**config.mk**
```make
export PLATFORM = sky130hd
export DESIGN_NAME = gfcc_top
export DESIGN_NICKNAME = d
export VERILOG_FILES = /design/src/core/gfcc_sync.v /design/src/core/gfcc_top.v
export VERILOG_INCLUDE_DIRS = /design/src /design/src/core
export SDC_FILE = /design/constraint.sdc
export NUM_CORES = 1
export LEC_CHECK = 0
export ABC_CLOCK_PERIOD_IN_PS = 2800
export CAP_MARGIN = 20
export CORE_MARGIN = 4
export CORE_UTILIZATION = 45
export DETAILED_ROUTE_END_ITERATION = 8
export DONT_BUFFER_PORTS = 1
export SLEW_MARGIN = 30
export SYNTH_ARGS = -nofsm -noshare
export SYNTH_HDL_FRONTEND = slang
export SYNTH_SLANG_ARGS = --single-unit
```
**constraint.sdc**
```tcl
create_clock -name clk_sys_in -period 2.8 [get_ports clk_sys_in]
set_input_delay 0.28 -clock clk_sys_in [delete_from_list [all_inputs] [get_ports clk_sys_in]]
set_output_delay 0.28 -clock clk_sys_in [all_outputs]
set_load 0.01 [all_outputs]
```
**src/core/gfcc_regs.vh**
```
// Register map, field positions, reset values and timing for the pin and alarm-chain block
`ifndef GFCC_REGS_VH
`define GFCC_REGS_VH

// Word addresses on the register port
`define GFCC_A_FUNC        8'h00
`define GFCC_A_DRIVE       8'h01
`define GFCC_A_LEVEL       8'h02
`define GFCC_A_SHORT       8'h03
`define GFCC_A_MASK        8'h04
`define GFCC_A_SYS1        8'h05
`define GFCC_A_SUM1        8'h06
`define GFCC_A_SUM2        8'h07
`define GFCC_B_OT          5'h02
`define GFCC_B_UT          5'h03
`define GFCC_B_RES         5'h04
`define GFCC_IDX_NONE      3'h7

// Pin function field codes
`define GFCC_FN_RATIO      2'h0
`define GFCC_FN_ABS        2'h1
`define GFCC_FN_DIN        2'h2
`define GFCC_FN_DOUT       2'h3

// Field positions
`define GFCC_DRV_WAKE      7
`define GFCC_DRV_CHAIN     8
`define GFCC_DRV_TRIG      9
`define GFCC_SYS_HB_EN     0
`define GFCC_SYS_HB_OFF_LO 1
`define GFCC_SYS_HB_OFF_HI 2
`define GFCC_SYS_SOC       3
`define GFCC_MSK_OT        7
`define GFCC_MSK_UT        8
`define GFCC_SUM1_OT       0
`define GFCC_SUM1_UT       1
`define GFCC_PIN_ZERO      0
`define GFCC_PIN_TWO       2

// Reset values
`define GFCC_RST_FUNC      14'h0000
`define GFCC_RST_DRIVE     10'h000
`define GFCC_RST_MASK      9'h000
`define GFCC_RST_SYS1      3'h0
`define GFCC_RST_OT_TH     16'h0000
`define GFCC_RST_UT_TH     16'hffff

// Operating modes
`define GFCC_MODE_SLEEP    2'h1

// Timing
`define GFCC_CLK_MHZ       200
`define GFCC_SETTLE_CYC    3'h4
`define GFCC_HB_ON_US      10
`define GFCC_HB_OFF0_US    20
`define GFCC_HB_OFF1_US    40
`define GFCC_HB_OFF2_US    80
`define GFCC_HB_OFF3_US    160

`endif

```
**src/core/gfcc_sync.v**
```verilog
// Two-stage synchroniser for a group of pin inputs
`timescale 1ns/100ps
module gfcc_sync #(
    parameter W = 7
) (
    input  wire         clk_sys_in,
    input  wire         arst_n_in,
    input  wire [W-1:0] async_in,
    output wire [W-1:0] sync_out
);
    reg [W-1:0] meta_r;
    reg [W-1:0] sync_r;

    always @(posedge clk_sys_in or negedge arst_n_in) begin
        if (!arst_n_in) begin
            meta_r <= {W{1'b0}};
            sync_r <= {W{1'b0}};
        end else begin
            meta_r <= async_in;
            sync_r <= meta_r;
        end
    end

    assign sync_out = sync_r;
endmodule // gfcc_sync

```
**src/core/gfcc_top.v**
```verilog
// General-purpose pin control, short detection, temperature checks and alarm chain output
//
// Chosen here: the strobed register port and the address map.
`timescale 1ns/100ps
`include "gfcc_regs.vh"
module gfcc_top #(
    parameter [15:0] HB_ON_CYC   = `GFCC_HB_ON_US * `GFCC_CLK_MHZ,
    parameter [15:0] HB_OFF0_CYC = `GFCC_HB_OFF0_US * `GFCC_CLK_MHZ,
    parameter [15:0] HB_OFF1_CYC = `GFCC_HB_OFF1_US * `GFCC_CLK_MHZ,
    parameter [15:0] HB_OFF2_CYC = `GFCC_HB_OFF2_US * `GFCC_CLK_MHZ,
    parameter [15:0] HB_OFF3_CYC = `GFCC_HB_OFF3_US * `GFCC_CLK_MHZ
) (
    input  wire        clk_sys_in,
    input  wire        arst_n_in,
    input  wire [7:0]  reg_addr_in,
    input  wire [15:0] reg_wdata_in,
    input  wire        reg_wr_in,
    input  wire        reg_rd_in,
    output wire [15:0] reg_rdata_out,
    input  wire [6:0]  pin_in,
    output wire [6:0]  pin_out,
    output wire [6:0]  pin_oe_n_out,
    input  wire [1:0]  op_mode_in,
    input  wire        conv_valid_in,
    input  wire [2:0]  conv_chan_in,
    input  wire [15:0] conv_data_in,
    output wire        conv_start_out,
    output wire        wake_out,
    output wire        alarm_pin_out
);
    localparam HB_HIGH = 1'b0;
    localparam HB_LOW  = 1'b1;

    // Register state
    reg  [13:0] pin_function_config_r;
    reg  [9:0]  pin_drive_control_r;
    reg  [6:0]  short_open_status_r;
    reg  [8:0]  fault_mask_r;
    reg  [2:0]  system_config_one_r;
    reg  [1:0]  alarm_summary_one_r;
    reg  [15:0] over_temp_threshold_r [0:6];
    reg  [15:0] under_temp_threshold_r [0:6];
    reg  [15:0] analog_result_r [0:6];
    reg  [15:0] reg_rdata_r;
    reg  [15:0] rdata_nxt;

    // Pin path state
    wire [6:0]  pin_sync;
    reg  [6:0]  pin_prev_r;
    reg  [2:0]  settle_r;
    reg         conv_start_r;
    reg         wake_r;

    // Heartbeat and alarm state
    reg         hb_state_r;
    reg  [15:0] hb_cnt_r;
    reg         alarm_r;
    reg         alarm_nxt;
    reg  [15:0] hb_off_cyc;

    reg  [6:0]  is_out;
    reg  [6:0]  is_ana;
    reg  [6:0]  short_set;
    reg  [6:0]  short_clr;
    reg  [1:0]  temp_set;
    reg  [1:0]  temp_clr;
    integer     i;
    integer     j;

    wire [2:0]  reg_idx = reg_addr_in[2:0];
    wire [4:0]  reg_base = reg_addr_in[7:3];
    wire        idx_ok = (reg_idx != `GFCC_IDX_NONE);
    wire        hb_en = system_config_one_r[`GFCC_SYS_HB_EN];
    wire [1:0]  hb_off_sel = system_config_one_r[`GFCC_SYS_HB_OFF_HI:`GFCC_SYS_HB_OFF_LO];
    wire        wake_en = pin_drive_control_r[`GFCC_DRV_WAKE];
    wire        chain_alarm_enable = pin_drive_control_r[`GFCC_DRV_CHAIN];
    wire        ext_trigger_enable = pin_drive_control_r[`GFCC_DRV_TRIG];
    wire        pin_short_summary = |short_open_status_r;
    wire        wr_cfg = reg_wr_in & ((reg_addr_in == `GFCC_A_FUNC) |
                                      (reg_addr_in == `GFCC_A_DRIVE));
    wire        sw_soc = reg_wr_in & (reg_addr_in == `GFCC_A_SYS1) &
                         reg_wdata_in[`GFCC_SYS_SOC];
    wire [1:0]  conv_fn = pin_fn(pin_function_config_r, conv_chan_in);
    wire        conv_ana = conv_valid_in & (conv_chan_in != `GFCC_IDX_NONE) &
                           (conv_fn[1] == 1'b0);

    // Two bits per pin, pin n at bits 2n+1:2n
    function [1:0] pin_fn;
        input [13:0] cfg;
        input [2:0]  idx;
        begin
            pin_fn = cfg[{idx, 1'b0} +: 2];
        end
    endfunction

    // Pins arrive from the board, so nothing reads them before two stages
    gfcc_sync #(
        .W (7)
    ) u_pin_sync (
        .clk_sys_in (clk_sys_in),
        .arst_n_in  (arst_n_in),
        .async_in   (pin_in),
        .sync_out   (pin_sync)
    );

    // Per-pin role decode
    always @* begin
        for (i = 0; i < 7; i = i + 1) begin
            is_out[i] = (pin_fn(pin_function_config_r, i[2:0]) == `GFCC_FN_DOUT);
            is_ana[i] = (pin_fn(pin_function_config_r, i[2:0]) == `GFCC_FN_RATIO) |
                        (pin_fn(pin_function_config_r, i[2:0]) == `GFCC_FN_ABS);
        end
    end

    // Pins drive only as outputs; everything else is released
    assign pin_out      = pin_drive_control_r[6:0];
    assign pin_oe_n_out = ~is_out;

    // Short check blanked while a new drive value crosses the synchroniser
    always @* begin
        short_set = {7{1'b0}};
        if (settle_r == 3'h0) begin
            short_set = is_out & (pin_sync ^ pin_drive_control_r[6:0]);
        end
        short_clr = {7{1'b0}};
        if (reg_wr_in && (reg_addr_in == `GFCC_A_SHORT)) begin
            short_clr = reg_wdata_in[6:0];
        end
    end

    // Temperature comparisons on fresh analog results
    always @* begin
        temp_set = 2'h0;
        if (conv_ana) begin
            if (conv_data_in < over_temp_threshold_r[conv_chan_in]) begin
                temp_set[`GFCC_SUM1_OT] = 1'b1;
            end
            if (conv_data_in > under_temp_threshold_r[conv_chan_in]) begin
                temp_set[`GFCC_SUM1_UT] = 1'b1;
            end
        end
        temp_clr = 2'h0;
        if (reg_wr_in && (reg_addr_in == `GFCC_A_SUM1)) begin
            temp_clr = reg_wdata_in[1:0];
        end
    end

    // Register writes and sticky flags; a set in the clear cycle wins
    always @(posedge clk_sys_in or negedge arst_n_in) begin
        if (!arst_n_in) begin
            pin_function_config_r <= `GFCC_RST_FUNC;
            pin_drive_control_r   <= `GFCC_RST_DRIVE;
            fault_mask_r          <= `GFCC_RST_MASK;
            system_config_one_r   <= `GFCC_RST_SYS1;
            short_open_status_r   <= 7'h00;
            alarm_summary_one_r   <= 2'h0;
            settle_r              <= `GFCC_SETTLE_CYC;
            for (j = 0; j < 7; j = j + 1) begin
                over_temp_threshold_r[j]  <= `GFCC_RST_OT_TH;
                under_temp_threshold_r[j] <= `GFCC_RST_UT_TH;
                analog_result_r[j]        <= 16'h0000;
            end
        end else begin
            if (reg_wr_in) begin
                case (reg_addr_in)
                    `GFCC_A_FUNC:  pin_function_config_r <= reg_wdata_in[13:0];
                    `GFCC_A_DRIVE: pin_drive_control_r   <= reg_wdata_in[9:0];
                    `GFCC_A_MASK:  fault_mask_r          <= reg_wdata_in[8:0];
                    `GFCC_A_SYS1:  system_config_one_r   <= reg_wdata_in[2:0];
                    default: begin
                    end
                endcase
                if (idx_ok && (reg_base == `GFCC_B_OT)) begin
                    over_temp_threshold_r[reg_idx] <= reg_wdata_in;
                end
                if (idx_ok && (reg_base == `GFCC_B_UT)) begin
                    under_temp_threshold_r[reg_idx] <= reg_wdata_in;
                end
            end
            if (wr_cfg) begin
                settle_r <= `GFCC_SETTLE_CYC;
            end else if (settle_r != 3'h0) begin
                settle_r <= settle_r - 3'h1;
            end
            short_open_status_r <= (short_open_status_r & ~short_clr) | short_set;
            alarm_summary_one_r <= (alarm_summary_one_r & ~temp_clr) | temp_set;
            if (conv_ana) begin
                analog_result_r[conv_chan_in] <= conv_data_in;
            end
        end
    end

    // Edge events on synchronised pins
    always @(posedge clk_sys_in or negedge arst_n_in) begin
        if (!arst_n_in) begin
            pin_prev_r   <= 7'h00;
            conv_start_r <= 1'b0;
            wake_r       <= 1'b0;
        end else begin
            pin_prev_r <= pin_sync;
            // Pin and software starts share one request, so one set of converter settings
            conv_start_r <= sw_soc |
                            ((pin_fn(pin_function_config_r, `GFCC_PIN_TWO) == `GFCC_FN_DIN) &
                             ext_trigger_enable & (op_mode_in != `GFCC_MODE_SLEEP) &
                             pin_sync[`GFCC_PIN_TWO] & ~pin_prev_r[`GFCC_PIN_TWO]);
            wake_r <= (pin_fn(pin_function_config_r, `GFCC_PIN_ZERO) == `GFCC_FN_DIN) &
                      wake_en &
                      (pin_sync[`GFCC_PIN_ZERO] ^ pin_prev_r[`GFCC_PIN_ZERO]);
        end
    end

    assign conv_start_out = conv_start_r;
    assign wake_out       = wake_r;

    // Heartbeat low time
    always @* begin
        case (hb_off_sel)
            2'h0:    hb_off_cyc = HB_OFF0_CYC;
            2'h1:    hb_off_cyc = HB_OFF1_CYC;
            2'h2:    hb_off_cyc = HB_OFF2_CYC;
            default: hb_off_cyc = HB_OFF3_CYC;
        endcase
    end

    // Heartbeat generator; idles in the high phase when disabled
    always @(posedge clk_sys_in or negedge arst_n_in) begin
        if (!arst_n_in) begin
            hb_state_r <= HB_HIGH;
            hb_cnt_r   <= 16'h0000;
        end else if (!hb_en) begin
            hb_state_r <= HB_HIGH;
            hb_cnt_r   <= 16'h0000;
        end else begin
            case (hb_state_r)
                HB_HIGH: begin
                    if (hb_cnt_r >= HB_ON_CYC - 16'h0001) begin
                        hb_state_r <= HB_LOW;
                        hb_cnt_r   <= 16'h0000;
                    end else begin
                        hb_cnt_r <= hb_cnt_r + 16'h0001;
                    end
                end
                HB_LOW: begin
                    if (hb_cnt_r >= hb_off_cyc - 16'h0001) begin
                        hb_state_r <= HB_HIGH;
                        hb_cnt_r   <= 16'h0000;
                    end else begin
                        hb_cnt_r <= hb_cnt_r + 16'h0001;
                    end
                end
                default: begin
                    hb_state_r <= HB_HIGH;
                    hb_cnt_r   <= 16'h0000;
                end
            endcase
        end
    end

    // Alarm pin; no operating-mode gating, so both styles run in every mode
    wire local_fault = |(short_open_status_r & ~fault_mask_r[6:0]) |
                       (alarm_summary_one_r[`GFCC_SUM1_OT] & ~fault_mask_r[`GFCC_MSK_OT]) |
                       (alarm_summary_one_r[`GFCC_SUM1_UT] & ~fault_mask_r[`GFCC_MSK_UT]);

    always @* begin
        if (!hb_en) begin
            alarm_nxt = local_fault |
                        (chain_alarm_enable & pin_sync[`GFCC_PIN_ZERO]);
        end else if (local_fault) begin
            // A local fault stops the wave: held high
            alarm_nxt = 1'b1;
        end else if (chain_alarm_enable) begin
            alarm_nxt = pin_sync[`GFCC_PIN_ZERO];
        end else begin
            alarm_nxt = (hb_state_r == HB_HIGH);
        end
    end

    always @(posedge clk_sys_in or negedge arst_n_in) begin
        if (!arst_n_in) begin
            alarm_r <= 1'b0;
        end else begin
            alarm_r <= alarm_nxt;
        end
    end

    assign alarm_pin_out = alarm_r;

    // Read mux; unmapped addresses read zero
    always @* begin
        rdata_nxt = 16'h0000;
        case (reg_addr_in)
            `GFCC_A_FUNC:  rdata_nxt = {2'h0, pin_function_config_r};
            `GFCC_A_DRIVE: rdata_nxt = {6'h00, pin_drive_control_r};
            `GFCC_A_LEVEL: rdata_nxt = {9'h000, pin_sync};
            `GFCC_A_SHORT: rdata_nxt = {9'h000, short_open_status_r};
            `GFCC_A_MASK:  rdata_nxt = {7'h00, fault_mask_r};
            `GFCC_A_SYS1:  rdata_nxt = {13'h0000, system_config_one_r};
            `GFCC_A_SUM1:  rdata_nxt = {14'h0000, alarm_summary_one_r};
            `GFCC_A_SUM2:  rdata_nxt = {15'h0000, pin_short_summary};
            default: begin
                if (idx_ok && (reg_base == `GFCC_B_OT)) begin
                    rdata_nxt = over_temp_threshold_r[reg_idx];
                end else if (idx_ok && (reg_base == `GFCC_B_UT)) begin
                    rdata_nxt = under_temp_threshold_r[reg_idx];
                end else if (idx_ok && (reg_base == `GFCC_B_RES)) begin
                    rdata_nxt = analog_result_r[reg_idx];
                end
            end
        endcase
    end

    // Data stands only in the cycle after the read strobe
    always @(posedge clk_sys_in or negedge arst_n_in) begin
        if (!arst_n_in) begin
            reg_rdata_r <= 16'h0000;
        end else if (reg_rd_in) begin
            reg_rdata_r <= rdata_nxt;
        end else begin
            reg_rdata_r <= 16'h0000;
        end
    end

    assign reg_rdata_out = reg_rdata_r;
endmodule // gfcc_top

```
* Word level (Yosys, flattened, before mapping)
Index checks and enable logic that the tools add are counted.
** Cells by class
- $add $sub $neg :: 3
- $lt $le $gt $ge :: 8
- Equality and inequality tests :: 24
- Shifts and indexed selects :: 1
- Mux-type cells :: 47
- Bitwise gates (word level) :: 38
- Reductions and logical operators :: 20
** Operators with widths (count)
- bitwise mux 112 bit :: 3
- 2-to-1 mux 16 bit :: 19
- binary-select mux 16 bit (select 3 bit) :: 5
- one-hot mux 16 bit (8 select lines) :: 1
- demux 16 bit (select 3 bit) :: 2
- one-hot mux 15 bit (3 select lines) :: 1
- equality test 8 x 3 -> 1 bit, second input constant :: 4
- one-hot mux 16 bit (2 select lines) :: 1
- AND 7 bit :: 3
- inverter 7 bit :: 3
- equality test 2 bit, second input constant :: 10
- adder 16 x 1 -> 16 bit, second input constant :: 1
- equality test 8 x 2 -> 1 bit, second input constant :: 2
- greater-or-equal comparator 16 x 11 -> 1 bit, second input constant :: 1
- greater-or-equal comparator 16 bit :: 1
- > comparator 16 bit :: 1
- less-than comparator 16 bit :: 1
- subtractor 16 x 1 -> 16 bit, second input constant :: 1
- AND 1 bit :: 14
- 2-to-1 mux 7 bit :: 2
- OR reduction 7 bit :: 2
- indexed part select 14 x 5 -> 2 bit :: 1
- AND reduction 2 bit :: 6
- equality test 5 x 2 -> 1 bit, second input constant :: 2
- 27 further kinds :: 54
** Storage, ports and cells
- Register bits :: 437
- Bits of input ports :: 57
- Output and inout port bits :: 33
- Word-level logic and storage cells :: 178

* Logic depth before layout (Yosys ltp)
- Depth in word-level cells :: 9
- Gate-level depth with buffers :: 15
- Mapped depth without buffers :: 13

* Modules after synthesis
From an unflattened synthesis, not the netlist that was laid out.
** Unflattened totals
- Cells, all modules :: 1890
- Area, all modules :: 22952.0 um^2
** By module, submodules not included
- gfcc_top :: instances 1, cells each 1876, area each 22601.7 um^2, seq. area each 10701.5 um^2
- gfcc_sync :: instances 1, cells each 14, area each 350.3 um^2, seq. area each 350.3 um^2

* Worst setup path after synthesis
Ideal clock, no wire load.
- Path type :: input to register
- Start point :: input conv_chan_in[2]
- End point :: register alarm_summary_one_r[1]
- Library setup time :: 122 ps
- Data arrival time :: 3129 ps
- Required time :: 2678 ps
- Path slack :: -450 ps
- Stages :: 12
- Buffers on the path :: 4
- Cell sequence :: buf_4 -> clkbuf_1 -> buf_1 -> clkbuf_1 -> a31oi_1 -> o22ai_1 -> a21oi_1 -> ha_1 -> nand4_1 -> or2_2 -> or4_1 -> a32o_1
** On the way
- Longest elaborated chain between the ends :: 8
- Elaborated cells on any way between the ends :: 13
- Classes of those cells :: order compare: 1; eq/ne: 1; shift: 1; mux: 5; bitwise: 5
** Ends and longest elaborated chain
- start, declared :: RTL line gfcc_top.v:25 : input wire [2:0] conv_chan_in,
- inverter 3 -> 4 bit (not written as such) :: RTL line gfcc_top.v:138 : if (conv_data_in > under_temp_threshold_r[conv_chan_in]) begin
- binary-select mux 16 bit (select 3 bit) :: RTL line gfcc_top.v:138
- 2-to-1 mux 16 bit (not written as such) (2 in series) :: RTL line gfcc_top.v:138
- > comparator 16 bit :: RTL line gfcc_top.v:138
- 2-to-1 mux 1 bit :: RTL line gfcc_top.v:138
- 2-to-1 mux 2 bit (*) :: RTL line gfcc_top.v:134 : if (conv_ana) begin
- bitwise OR 2 bit (*) :: RTL line gfcc_top.v:186 : alarm_summary_one_r <= (alarm_summary_one_r & ~temp_clr) | temp_set;
- end signal, assigned :: RTL line gfcc_top.v:186
- end, declared :: RTL line gfcc_top.v:40 : reg [1:0] alarm_summary_one_r;
Mark *: on every way between the ends. The rest lies on a longest branch, timed or not. The select of a mux whose other input is x is not followed.
A chain may end at the register's enable or synchronous reset.

* Worst setup path in the final report
- Start point :: register under_temp_threshold_r[56] (netlist bit)
- End point :: register alarm_summary_one_r[1]
** On the way
- Longest elaborated chain between the ends :: 7
** Ends and longest elaborated chain
- start, declared :: RTL line gfcc_top.v:42 : reg [15:0] under_temp_threshold_r [0:6];
- start signal, assigned by index :: RTL line gfcc_top.v:160 : under_temp_threshold_r[j] <= `GFCC_RST_UT_TH;
- start signal, assigned by index :: RTL line gfcc_top.v:177 : under_temp_threshold_r[reg_idx] <= reg_wdata_in;
- binary-select mux 16 bit (select 3 bit) :: RTL line gfcc_top.v:138
- 2-to-1 mux 16 bit (not written as such) (2 in series) :: RTL line gfcc_top.v:138
- > comparator 16 bit :: RTL line gfcc_top.v:138
- 2-to-1 mux 1 bit :: RTL line gfcc_top.v:138
- 2-to-1 mux 2 bit :: RTL line gfcc_top.v:134
- bitwise OR 2 bit :: RTL line gfcc_top.v:186
No other way between the ends. The select of a mux whose other input is x is not followed.

==> run summary <==
GRT Total Usage = 25.5%
Skew-Pair Late Insertion Delay = 0.60 ns
Root Buffer = clkbuf_16
Slew margin rel. = -41.0%
Syn nets = 1934
Initial antenna violation count = 14
Setup TNS = 0 ns
Row cnt = 82
Smallest hold slack = -0.608 ns
Die height = 233 µm
Final Max Slew Viols = 193
Post-synth ARST share = 100%
Router iterations before antenna repair = 5
Remaining DRCs = 0
CTS sink cnt = 436
Count of different cell masters after synthesis = 68
Max Cap Viol = 0
Min-delay worst type = in -> async
Multi-input logic area = 11100 µm²
DP HPWL = 43100 µm
IR drop worst, VDD = 406 µV
Max Freq = 365 MHz
Crit-path cells = mux4_2, o21ai_0, ha_1, nand4_1, or2_2, or4_1, a32o_1
Yosys top cell area share = 35.3%
Area of the mapped netlist = 22900 µm²
WP data arrival = 3.20 ns
Xor and xnor fraction of the mapped netlist area = 0.881%
Setup bufs post-CTS = 0
Post-route minimum period = 2.74 ns
Compound-gate portion of the synthesized area = 9.15%
ANT nets after route = 0
Fill count = 4364
Post-synthesis mux area share = 30.0%
DIE WIDTH = 233 µm
Core area = 50200 µm²
Count leader, synth = mux2_2
CTS tree = done
CTS clk-pin slew, worst paths = 0.06 ns
Largest family of logic cells by synthesized area = multiplexers
Avg WL per Cell = 27.2 µm
Grt ovf = 0
Num CTS Buffers = 48
Worst Setup Path Type = reg -> reg
Ys Warns = 0
Area grow syn2layout = 12.1%
Violated checks = hold timing, slew limit
Setup crit start kind = flip-flop
Vias in the first global route = 15942
Initial detailed-routing violation count = 1501
Post-synth EDFFs = 0
Worst path max stage delay = 0.53 ns
RSZ-0062 raised after global routing = false
Post-synthesis simple-gate area fraction = 5.83%
Outcome = finished, violations left
Starting density of the core = 45.6%
Placer Congestion = 0.907
DIE AREA = 54500 µm²
Placed insts = 2418
Sequential area share after synthesis = 48.3%
DRT Wirelength = 69500 µm
Synthesized instance count = 1828
First-pass GRT wire length = 105000 µm
Largest net degree at the start of global routing = 437
Final period util = 97.8%
CP max stage cell = or4_1
Crit path required time = 3.27 ns
Worst slack at placement = 0.106 ns
Buffers on Ports = 0
Seq cells post-synth = 436
Vias = 15691
Final nets = 1948
Adder-cell share of the synthesized area = 2.68%
Static leakage = 11.1 nW
Final cell count without fillers = 2556
Max Buffers Root-to-Sink = 3
Post-DP Area = 23600 µm²
Worst-margin pin slew = 2.12 ns
Layout cells sized above 1 = 37.8%
H-tree depth = 2
Top post-synthesis cells by area = dfrtp_1 (35%), mux2_2 (19%), dfstp_2 (13%), mux4_2 (5.3%), mux2i_1 (4.6%)
Register area = 11100 µm²
Crit-path max FO = 3
Skew final = 0.0263 ns
Power Density = 608 nW/µm²
Syn avg cell area = 12.5 µm²
Dominant cell type by area after synthesis = dfrtp_1
Critical Path End Type = flip-flop
Commonest cells post-synth = mux2_2 (386), dfrtp_1 (323), nand2_1 (116)
Vias per Instance = 6.14
Ys flop type = dfrtp_1
Fin worst setup slack = 0.0622 ns
Final setup fails = 0
Final hold vios = 345
IO Count = 90
Reg2Reg Depth = 7
Design Area, Final = 25600 µm²
registers in the layout (all words and copies together) (netlist names), 2 cells and up:
register                count
alarm_summary_one_r         2
analog_result_r           112
fault_mask_r                9
hb_cnt_r                   16
over_temp_threshold_r     112
pin_drive_control_r        10
pin_function_config_r      14
pin_prev_r                  2
reg_rdata_out              16
settle_r                    3
short_open_status_r         7
system_config_one_r         3
u_pin_sync.meta_r           7
u_pin_sync.sync_out         7
under_temp_threshold_r    112
layout make-up:
class | instances | share of cell area (%)
diodes | 2 | 0.0195
clock buffers | 75 | 5.63
well taps | 672 | 3.28
clock inverters | 15 | 0.624
multi-input cells | 1232 | 43.4
repair buffers | 105 | 3.72
inverters | 19 | 0.278
flip-flops and latches | 436 | 43.1
final timing paths:
kind / end / start / slack [ns]
max in group asynchronous: pin_drive_control_r[1] / arst_n_in / 1.73
max: alarm_summary_one_r[1] / under_temp_threshold_r[56] / 0.06
min: settle_r[1] / arst_n_in / -0.61
min in group clk_sys_in: reg_rdata_out[7] / reg_addr_in[4] / 0.02
min reg2reg: u_pin_sync.sync_out[3] / u_pin_sync.meta_r[3] / 0.35
max reg2reg: alarm_summary_one_r[1] / under_temp_threshold_r[56] / 0.06
through the flow:
stage	power [mW]	util [%]
after floorplan	8.83	-
after global placement	9.00	47.0
after detailed placement	9.10	47.0
after CTS	15.7	51.1
after global routing	16.2	51.1
final	15.6	51.1
power breakdown:
group          internal, mW  total (mW)  switching, mW
sequential             7.00        7.41          0.408
combinational         0.987        1.74          0.751
clock                  3.82        6.44           2.63
cell usage in the layout (no fill, tap or decap), types with 12 or more instances in the layout:
master	count
nor2_1	69
mux4_2	54
inv_1	19
nor3_1	14
clkbuf_1	14
nand2_1	116
o22ai_1	21
o211ai_1	32
xnor2_1	16
mux2_1	21
o21ai_0	72
a22oi_1	42
dlygate4sd3_1	46
nand3_1	12
ha_1	49
clkbuf_16	49
a21oi_1	52
dfrtp_1	323
dfstp_2	113
clkbuf_8	12
mux2_2	386
a221oi_1	15
mux2i_1	106
nor2b_1	13
buf_4	55
logic make-up after synthesis:
logic type,count (synthesis)
multiplexers,567
AO/OA/AOI/OAI,309
flip-flops,436
XOR/XNOR,23
buffers and inverters,160
adder cells (fa/ha/maj),49
AND/OR/NAND/NOR,284
timing repair:
item | CTS | global route
endpoints found under the hold margin | 835 | 437
gates resized for setup | 0 | 0
hold buffers | 45 | 1
setup endpoints to repair | 0 | 0
routing by layer:
metal | GRT usage, % | wire length [µm] | up-vias | share of wire [%]
li1 | - | - | 6843 | -
met4 | 9.17 | 2690 | 6 | 3.9
met1 | 36.1 | 30400 | 8170 | 44
met3 | 5.20 | 4860 | 148 | 7.0
met5 | 0 | 41 | - | 0.059
met2 | 39.2 | 31500 | 524 | 45
worst max-delay path, delay by kind of cell, from the launching register on:
family	cells	cell delay, ns
and+or+nand+nor	3	0.93
DFF	1	0.37
AOI/OAI and AO/OA	2	0.67
adders and majority gates	1	0.20
muxes	1	0.47
Note: power is estimated with default switching activity, not from simulation.
